$ cat src/include/lipmm_pkg.sv
/*
 * constants of the local interrupt pend/mask/map block: register offsets,
 * field positions, reset values and source numbering.
 * assumes a byte-addressed register port with 32-bit aligned words.
 */
package lipmm_pkg;
	// ****************************************************************
	// sizes
	// ****************************************************************
	localparam int DATA_W = 32;
	localparam int ADDR_W = 8;
	localparam int NUM_SRC = 7;
	localparam int MAP_W = 6;
	localparam int VEC_PINS = 6;
	localparam int YQ_W = 16;
	localparam int YQ_SEL_W = 4;
	// ****************************************************************
	// source numbering, one pending/enable bit each
	// ****************************************************************
	localparam int SRC_WD = 0;
	localparam int SRC_CMP = 1;
	localparam int SRC_TIMER = 2;
	localparam int SRC_PERF = 3;
	localparam int SRC_SW0 = 4;
	localparam int SRC_SW1 = 5;
	localparam int SRC_DBG = 6;
	// ****************************************************************
	// register offsets
	// ****************************************************************
	localparam logic [ADDR_W-1:0] OFS_CTRL = 8'h00;
	localparam logic [ADDR_W-1:0] OFS_PEND = 8'h04;
	localparam logic [ADDR_W-1:0] OFS_MASK = 8'h08;
	localparam logic [ADDR_W-1:0] OFS_CLR = 8'h0C;
	localparam logic [ADDR_W-1:0] OFS_SET = 8'h10;
	localparam logic [ADDR_W-1:0] OFS_ROUTE_WD = 8'h40;
	localparam logic [ADDR_W-1:0] OFS_ROUTE_CMP = 8'h44;
	localparam logic [ADDR_W-1:0] OFS_ROUTE_TIMER = 8'h48;
	localparam logic [ADDR_W-1:0] OFS_ROUTE_DBG = 8'h4C;
	localparam logic [ADDR_W-1:0] OFS_ROUTE_PERF = 8'h50;
	localparam logic [ADDR_W-1:0] OFS_ROUTE_SW0 = 8'h54;
	localparam logic [ADDR_W-1:0] OFS_ROUTE_SW1 = 8'h58;
	localparam logic [ADDR_W-1:0] OFS_DBG_SEND = 8'h60;
	localparam logic [ADDR_W-1:0] OFS_DBG_PART = 8'h64;
	// ****************************************************************
	// fields and reset values
	// ****************************************************************
	localparam int RT_CORE_BIT = 31;
	localparam int RT_NMI_BIT = 30;
	localparam int RT_YQ_BIT = 29;
	localparam logic [DATA_W-1:0] ROUTE_WMASK = 32'hE000_003F;
	localparam logic [DATA_W-1:0] ROUTE_RESET = 32'h0000_0000;
	localparam int CTRL_EXT_BIT = 0;
	localparam int DBG_SEND_BIT = 0;
	localparam int DBG_PART_BIT = 0;
	localparam logic [NUM_SRC-1:0] MASK_RESET = 7'h00;
	localparam logic [MAP_W-1:0] VEC_MAX = 6'h05;
endpackage

$ cat src/lipmm_sync.sv
/*
 * three-stage synchroniser for a group of source levels.
 * assumes the sources are levels from outside the clock domain.
 */
`timescale 1ns/1ps
`default_nettype none
module lipmm_sync #(
	parameter int W = 7
) (
	// clock and reset
	input wire logic clock,
	input wire logic nrst,
	// levels
	input wire logic [W-1:0] raw,
	output logic [W-1:0] level
);
	logic [W-1:0] s1;
	logic [W-1:0] s2;
	logic [W-1:0] s3;

	// refused at elaboration, a zero-width group has nothing to carry
	if (W < 1)
	begin : g_bad_width
		$error("sync width must be positive");
	end

	always_ff @(posedge clock)
	begin
		if (!nrst)
		begin
			s1 <= '0;
			s2 <= '0;
			s3 <= '0;
		end
		else
		begin
			s1 <= raw;
			s2 <= s1;
			s3 <= s2;
		end
	end

	// a bit only moves once the last two stages agree
	for (genvar i = 0; i < W; i++)
	begin : g_agree
		always_ff @(posedge clock)
		begin
			if (!nrst)
				level[i] <= 1'b0;
			else if (s2[i] == s3[i])
				level[i] <= s3[i];
		end
	end
endmodule
`default_nettype wire

$ cat src/lipmm_route.sv
/*
 * route decoder for one local source: turns an active source and its
 * route word into core input, nonmaskable and yield qualifier requests.
 * assumes the caller has already gated the source with its enable.
 */
`timescale 1ns/1ps
`default_nettype none
module lipmm_route (
	// source and setup
	input wire logic active,
	input wire logic extMode,
	input wire logic [lipmm_pkg::DATA_W-1:0] route,
	// requests
	output logic [lipmm_pkg::VEC_PINS-1:0] vecPins,
	output logic [lipmm_pkg::MAP_W-1:0] level,
	output logic nmi,
	output logic [lipmm_pkg::YQ_W-1:0] yq
);
	import lipmm_pkg::*;

	logic toCore;
	logic toNmi;
	logic toYq;
	logic single;
	logic [MAP_W-1:0] mapField;

	assign toCore = route[RT_CORE_BIT];
	assign toNmi = route[RT_NMI_BIT];
	assign toYq = route[RT_YQ_BIT];
	assign mapField = route[MAP_W-1:0];
	// more than one type bit set routes nowhere
	assign single = (32'(toCore) + 32'(toNmi) + 32'(toYq)) == 32'd1;

	always_comb
	begin
		vecPins = '0;
		level = '0;
		nmi = 1'b0;
		yq = '0;
		if (active && single)
		begin
			if (toCore && extMode)
				level = mapField;
			else if (toCore && mapField <= VEC_MAX)
				vecPins[mapField[2:0]] = 1'b1;
			nmi = toNmi;
			if (toYq)
				yq[mapField[YQ_SEL_W-1:0]] = 1'b1;
		end
	end
endmodule
`default_nettype wire

$ cat src/lipmm_top.sv
/*
 * local interrupt pend/mask/map block for one thread context, with the
 * group debug interrupt send path.
 * assumes source levels arrive asynchronously, a single-cycle strobe
 * register port, and a core that samples the outputs every clock.
 */
// The strobed register port was left to the implementer.
// Operation
// - timer source sets pending bit 2
// - perf counter sets pending bit 3, mask bit 3
// - soft interrupt 0 uses bit 4
// - soft interrupt 1 uses bit 5
// - debug channel event uses bit 6
// - enable register at 0x08 gates pending bits
// - write-only set register at 0x10 enables
// - write-only clear register at 0x0C disables
// - enable register reads state, ignores writes
// - pending register at 0x04 is read-only status
// - timer routed by register 0x48
// - perf counter routed by register 0x50
// - soft interrupt 0 routed by register 0x54
// - soft interrupt 1 routed by register 0x58
// - debug channel routed by register 0x4C
// - vectored mode: map 0 to 5 picks input
// - external mode drives encoded map level
// - control bit selects external mode, resets 0
// - soft interrupts pass only in external mode
// - send bit raises group debug output
// - context debug is group and partition
// - only one route type bit may be set
// - route bit 31 and bits 5:0 map
`timescale 1ns/1ps
`default_nettype none
module lipmm_top (
	// clock and reset
	input wire logic clock,
	input wire logic nrst,
	// local interrupt sources, asynchronous levels
	input wire logic [lipmm_pkg::NUM_SRC-1:0] srcRaw,
	// register port
	input wire logic [lipmm_pkg::ADDR_W-1:0] regAddr,
	input wire logic [lipmm_pkg::DATA_W-1:0] regWdata,
	input wire logic regWrite,
	input wire logic regRead,
	output logic [lipmm_pkg::DATA_W-1:0] regRdata,
	// core interrupt inputs
	output logic [lipmm_pkg::MAP_W-1:0] coreIrq,
	output logic nmiIrq,
	output logic [lipmm_pkg::YQ_W-1:0] yieldQualifier,
	output logic extControllerMode,
	// debug interrupts
	output logic groupDebugIrq,
	output logic contextDebugIrq
);
	import lipmm_pkg::*;

	// ****************************************************************
	// address decoding
	// ****************************************************************
	function automatic logic [NUM_SRC-1:0] routeSel(
		input logic [ADDR_W-1:0] a
	);
		routeSel = '0;
		unique case (a)
			OFS_ROUTE_WD: routeSel[SRC_WD] = 1'b1;
			OFS_ROUTE_CMP: routeSel[SRC_CMP] = 1'b1;
			OFS_ROUTE_TIMER: routeSel[SRC_TIMER] = 1'b1;
			OFS_ROUTE_DBG: routeSel[SRC_DBG] = 1'b1;
			OFS_ROUTE_PERF: routeSel[SRC_PERF] = 1'b1;
			OFS_ROUTE_SW0: routeSel[SRC_SW0] = 1'b1;
			OFS_ROUTE_SW1: routeSel[SRC_SW1] = 1'b1;
			default: routeSel = '0;
		endcase
	endfunction

	function automatic logic hit(
		input logic strobe,
		input logic [ADDR_W-1:0] a,
		input logic [ADDR_W-1:0] ofs
	);
		hit = strobe && (a == ofs);
	endfunction

	// ****************************************************************
	// state
	// ****************************************************************
	logic [NUM_SRC-1:0] srcLevel;
	logic [NUM_SRC-1:0] pending;
	logic [NUM_SRC-1:0] enable;
	logic [DATA_W-1:0] route [NUM_SRC];
	logic extMode;
	logic debugSend;
	logic debugPart;
	logic [NUM_SRC-1:0] wrRoute;
	logic [NUM_SRC-1:0] rdRoute;
	logic [NUM_SRC-1:0] active;
	logic [VEC_PINS-1:0] vecPins [NUM_SRC];
	logic [MAP_W-1:0] level [NUM_SRC];
	logic [NUM_SRC-1:0] nmiReq;
	logic [YQ_W-1:0] yqReq [NUM_SRC];
	logic [MAP_W-1:0] next_coreIrq;
	logic next_nmiIrq;
	logic [YQ_W-1:0] next_yieldQualifier;
	logic [DATA_W-1:0] next_regRdata;

	assign wrRoute = regWrite ? routeSel(regAddr) : '0;
	assign rdRoute = routeSel(regAddr);

	// ****************************************************************
	// source capture
	// ****************************************************************
	lipmm_sync #(
		.W(NUM_SRC)
	) u_sync (
		.clock(clock),
		.nrst(nrst),
		.raw(srcRaw),
		.level(srcLevel)
	);

	// pending tracks each source level whatever the enable says
	always_ff @(posedge clock)
	begin
		if (!nrst)
			pending <= '0;
		else
			pending <= srcLevel;
	end

	// ****************************************************************
	// enable set and clear
	// ****************************************************************
	// set and clear never share a cycle, so no ordering hazard
	always_ff @(posedge clock)
	begin
		if (!nrst)
			enable <= MASK_RESET;
		else if (hit(regWrite, regAddr, OFS_SET))
			enable <= enable | regWdata[NUM_SRC-1:0];
		else if (hit(regWrite, regAddr, OFS_CLR))
			enable <= enable & ~regWdata[NUM_SRC-1:0];
	end

	// ****************************************************************
	// control, route and debug registers
	// ****************************************************************
	always_ff @(posedge clock)
	begin
		if (!nrst)
			extMode <= 1'b0;
		else if (hit(regWrite, regAddr, OFS_CTRL))
			extMode <= regWdata[CTRL_EXT_BIT];
	end

	for (genvar i = 0; i < NUM_SRC; i++)
	begin : g_route
		always_ff @(posedge clock)
		begin
			if (!nrst)
				route[i] <= ROUTE_RESET;
			else if (wrRoute[i])
				route[i] <= regWdata & ROUTE_WMASK;
		end
	end

	always_ff @(posedge clock)
	begin
		if (!nrst)
			debugSend <= 1'b0;
		else if (hit(regWrite, regAddr, OFS_DBG_SEND))
			debugSend <= regWdata[DBG_SEND_BIT];
	end

	always_ff @(posedge clock)
	begin
		if (!nrst)
			debugPart <= 1'b0;
		else if (hit(regWrite, regAddr, OFS_DBG_PART))
			debugPart <= regWdata[DBG_PART_BIT];
	end

	// ****************************************************************
	// masking and routing
	// ****************************************************************
	// soft interrupts are the core's own business in vectored mode
	always_comb
	begin
		active = pending & enable;
		if (!extMode)
		begin
			active[SRC_SW0] = 1'b0;
			active[SRC_SW1] = 1'b0;
		end
	end

	for (genvar i = 0; i < NUM_SRC; i++)
	begin : g_map
		lipmm_route u_route (
			.active(active[i]),
			.extMode(extMode),
			.route(route[i]),
			.vecPins(vecPins[i]),
			.level(level[i]),
			.nmi(nmiReq[i]),
			.yq(yqReq[i])
		);
	end

	// external mode presents the highest requested level only
	always_comb
	begin
		next_coreIrq = '0;
		next_yieldQualifier = '0;
		next_nmiIrq = |nmiReq;
		for (int i = 0; i < NUM_SRC; i++)
		begin
			next_yieldQualifier = next_yieldQualifier | yqReq[i];
			if (extMode)
			begin
				if (level[i] > next_coreIrq)
					next_coreIrq = level[i];
			end
			else
				next_coreIrq = next_coreIrq | vecPins[i];
		end
	end

	always_ff @(posedge clock)
	begin
		if (!nrst)
		begin
			coreIrq <= '0;
			nmiIrq <= 1'b0;
			yieldQualifier <= '0;
			extControllerMode <= 1'b0;
		end
		else
		begin
			coreIrq <= next_coreIrq;
			nmiIrq <= next_nmiIrq;
			yieldQualifier <= next_yieldQualifier;
			extControllerMode <= extMode;
		end
	end

	// ****************************************************************
	// debug interrupt outputs
	// ****************************************************************
	always_ff @(posedge clock)
	begin
		if (!nrst)
		begin
			groupDebugIrq <= 1'b0;
			contextDebugIrq <= 1'b0;
		end
		else
		begin
			groupDebugIrq <= debugSend;
			contextDebugIrq <= debugSend && debugPart;
		end
	end

	// ****************************************************************
	// register read
	// ****************************************************************
	// write-only and unmapped words read zero, never stale data
	always_comb
	begin
		next_regRdata = '0;
		if (regRead)
		begin
			if (regAddr == OFS_PEND)
				next_regRdata[NUM_SRC-1:0] = pending;
			else if (regAddr == OFS_MASK)
				next_regRdata[NUM_SRC-1:0] = enable;
			else if (regAddr == OFS_CTRL)
				next_regRdata[CTRL_EXT_BIT] = extMode;
			else if (regAddr == OFS_DBG_SEND)
				next_regRdata[DBG_SEND_BIT] = debugSend;
			else if (regAddr == OFS_DBG_PART)
				next_regRdata[DBG_PART_BIT] = debugPart;
			else
			begin
				for (int i = 0; i < NUM_SRC; i++)
					if (rdRoute[i])
						next_regRdata = route[i];
			end
		end
	end

	always_ff @(posedge clock)
	begin
		if (!nrst)
			regRdata <= '0;
		else
			regRdata <= next_regRdata;
	end
endmodule
`default_nettype wire

$ cat config.mk
export PLATFORM = sky130hd
export DESIGN_NAME = lipmm_top
export DESIGN_NICKNAME = d
export VERILOG_FILES = /design/src/include/lipmm_pkg.sv /design/src/lipmm_sync.sv /design/src/lipmm_route.sv /design/src/lipmm_top.sv
export SDC_FILE = /design/constraint.sdc
export NUM_CORES = 1
export LEC_CHECK = 0
export BUFFER_PORTS_ARGS = -buffer_cell sky130_fd_sc_hd__buf_2
export CORE_ASPECT_RATIO = 0.5
export CORE_MARGIN = 10
export CORE_UTILIZATION = 48
export DETAILED_ROUTE_END_ITERATION = 10
export PLACE_DENSITY = 0.78
export SLEW_MARGIN = 10
export SYNTH_ARGS = -nofsm -noshare
export SYNTH_HDL_FRONTEND = slang
export SYNTH_SLANG_ARGS = --single-unit
export TNS_END_PERCENT = 30
$ cat constraint.sdc
create_clock -name clock -period 14 [get_ports clock]
set_clock_uncertainty 0.1 [all_clocks]
set_input_delay 0.7 -clock clock [delete_from_list [all_inputs] [get_ports clock]]
set_output_delay 0.7 -clock clock [all_outputs]
set_load 0.1 [all_outputs]
==> results by group <==
Status
  • Status: finished, final reports clean

Power
  • Net Sw Frac: 29.1%
  • Leak: 4.07 nW
  • Internal cell power: 0.000703 W
  • Net Sw Power: 0.000289 W
  • Combinational share of power: 8.5%
  • Seq pwr share: 48.5%
  • Clk network pwr share: 43.0%
  • Peak VDD IR: 0.0828 mV
  • Power per Cell Area: 93.5 mW/mm^2

Synthesis
  • Synth Register Bits: 144
  • Top_reg_cell synth: dfxtp_1
  • Post-Synthesis Cell Area: 0.00964 mm^2
  • Share of synthesized registers carrying an async set or reset: 0%
  • Number of synthesized flops with an enable pin: 63
  • Syn Inst Count: 1108
  • Largest area contributor in the netlist: edfxtp_1
  • Syn_area_per_cell: 8.70 um^2
  • Warnings from Yosys: 0
  • Top-count cell post-synth: and2_1
  • Post-synth top cells: 112 x and2_1, 98 x nand2_1, 85 x nor2_1
  • Post-synth cell types: 85
  • Top post-synthesis cells by area: edfxtp_1 20%, dfxtp_1 17%, ha_1 7.4%, and2_1 7.3%, nand2_1 3.8%
  • Area share of the leading cell type in the synthesized netlist: 19.6%
  • Seq/Total Area, Yosys: 36.4%

Drt
  • Detailed Routing Iterations Pass 1: 6
  • Routed wire per std cell: 26.5 um
  • Routed vias: 9307
  • Antenna Nets Post-Route: 0
  • Drt total wl: 37800 um
  • DRC viols: 0
  • DR iter-0 viols: 1391
  • Avg Vias per Cell: 6.52

Place
  • Placed insts: 1395
  • Routability congestion estimate: 1.03
  • Dpl ws: 2.18 ns
  • Detail Placement HPWL: 29100 um
  • Input/output buffers: 64

STA
  • Fin. Hold Viols: 0
  • Worst Tran Pin Value: 1.30 ns
  • Fmax: 83.4 MHz
  • Setup WS post-layout: 2.01 ns
  • Final-report max-slew violation count: 0
  • Final min period: 11.99 ns
  • Final setup violation count: 0
  • RSZ-0062 raised after global routing: no
  • Crit share post-route: 85.7%
  • Slew HR: 12.9%
  • Setup TNS: 0 ns
  • Min Hold Slack: 0.339 ns

Die
  • Die Wd: 220 um
  • IO Count: 109
  • Cell row count: 36
  • Starting Density: 49.2%
  • Core region area: 0.0196 mm^2
  • Die area: 0.0265 mm^2
  • DIE HEIGHT: 120 um

CTS
  • # clock sinks: 144
  • Worst-case clock buffer depth: 2
  • CTS H-tree lvls: 4
  • Root buffer cell: clkbuf_16
  • TritonCTS clock tree: built
  • Cts bufs inserted: 17
  • Worst skew pair latency: 0.45 ns
  • Post-CTS Repair Setup Buffers: 0
  • Post-CTS Resized: 0
  • Hold buffers post-CTS: 0
  • Clock transition at the registers of the reported paths: 0.07 ns

Hold path
  • Worst hold path type: flip-flop to flip-flop

GRT
  • Vias in the first global route: 8891
  • Remaining Overflow, GRT: 0
  • Pin count of the biggest net entering global routing: 52
  • Initial antenna violation count: 1
  • First-pass GRT wire length: 55400 um
  • Tot GR Track Use: 28.0%

Run
  • Max-cap violations: 0

Finish
  • Nets: 1263
  • Post-Route Utilization: 54.1%
  • Final Non-Filler Cells: 1427
  • Diode count: 0
  • Share of cells above drive strength 1: 12.2%
  • Area growth from synthesis to layout: 10.0%

Critical path
  • Crit Path Class: flip-flop to flip-flop
  • Slowest cell on crit path: edfxtp_1
  • Crit-path max FO: 12
  • CP Capture Type: flip-flop
  • CP most frequent cell: ha_1
  • CP required: 14.19 ns
  • Crit path launch type: flip-flop
  • Max incr delay on CP: 0.65 ns
  • CP Data Arrival Time: 12.19 ns
-- path summary, 6_finish.rpt --
path / start / slack [ns] / cells past startpoint / endpoint
worst max register to register: route[0][8]$_SDFFCE_PN0P_ / 2.01 / 49 / coreIrq[0]$_SDFF_PN0_
worst max-delay path: route[0][8]$_SDFFCE_PN0P_ / 2.01 / 49 / coreIrq[0]$_SDFF_PN0_
worst min register to register: u_sync.s1[5]$_SDFF_PN0_ / 0.34 / 1 / u_sync.s2[5]$_SDFF_PN0_
worst min-delay path: u_sync.s1[5]$_SDFF_PN0_ / 0.34 / 1 / u_sync.s2[5]$_SDFF_PN0_
-- state kept, by name, summed over array words and instances, names as in the netlist, named ones only --
signal and cells:
nmiIrq 1, debugSend 1, extMode 1, u_sync.level 7
debugPart 1, contextDebugIrq 1, groupDebugIrq 1, yieldQualifier 16
u_sync.s3 7, route 63, pending 7, u_sync.s2 7
extControllerMode 1, coreIrq 6, regRdata 10, u_sync.s1 7
-- logic make-up after synthesis --
| kind of cell | synth area share [%] |
|---|---|
| multiplexers | 0.662 |
| adder cells (fa/ha/maj) | 8.85 |
| AO/OA/AOI/OAI | 20.4 |
| other | 0.0389 |
| AND/OR/NAND/NOR | 28.2 |
| buffers and inverters | 5.48 |
| flip-flops | 36.4 |
-- cell type report --
cell class	count	area [um^2]
Multi-Input combinational cell	869	5680
Inverter	44	165
Clock buffer	22	454
Clock inverter	10	78.8
Fill cell	1799	8980
Timing Repair Buffer	72	380
Tap cell	266	333
Sequential cell	144	3510
-- cells in the final DEF, fill, tap and decap left out, types with 12 or more instances in the layout --
cell type  netlist  routed
and2_1         112     112
nand2_1         98      98
nor2_1          85      85
dfxtp_1         81      81
buf_2            7      64
edfxtp_1        63      63
ha_1            57      57
a21oi_1         54      54
inv_1           43      43
nand3_1         42      42
nor3_1          42      42
nand2b_1        31      31
o21ai_0         30      30
a31oi_1         24      24
a22oi_1         22      22
conb_1           1      22
clkbuf_16        0      17
and3_1          14      14
a221oi_1        13      13
a21o_1          12      12
-- power groups by stage --
| stage | combinational (W) | sequential, W | clock, W |
|---|---|---|---|
| floorplan | 0.0000706 | 0.000468 | 0 |
| global placement | 0.0000808 | 0.000487 | 0 |
| detailed placement | 0.0000822 | 0.000487 | 0 |
| CTS | 0.0000828 | 0.000478 | 0.000427 |
| global route | 0.0000895 | 0.000481 | 0.000444 |
| finish | 0.0000843 | 0.000481 | 0.000426 |
-- stage by stage --
stage          instance area [um^2]  power, W
2_1_floorplan                  9720  0.000538
3_3_place_gp                  10100  0.000568
3_5_place_dp                  10100  0.000569
4_1_cts                       10600  0.000988
5_1_grt                       10600   0.00101
6_report                      10600  0.000992
-- per-layer routing --
| metal | part of all wire, % | GRT usage, % | vias up |
|---|---|---|---|
| met4 | 2.0 | 7.74 | 0 |
| met5 | 0 | 0 | - |
| li1 | - | - | 4125 |
| met3 | 13 | 8.61 | 73 |
| met1 | 42 | 38.4 | 4511 |
| met2 | 43 | 41.8 | 598 |
-- critical path: cells and delay by family (launching register included) --
kind,cells,cell delay [ns]
AOI/OAI and AO/OA,24,5.35
adders and majority gates,9,2.43
and+or+nand+nor,13,2.34
muxes,2,0.77
DFF,1,0.65
buffers and inverters,1,0.20
Note: power is estimated with default switching activity, not from simulation.
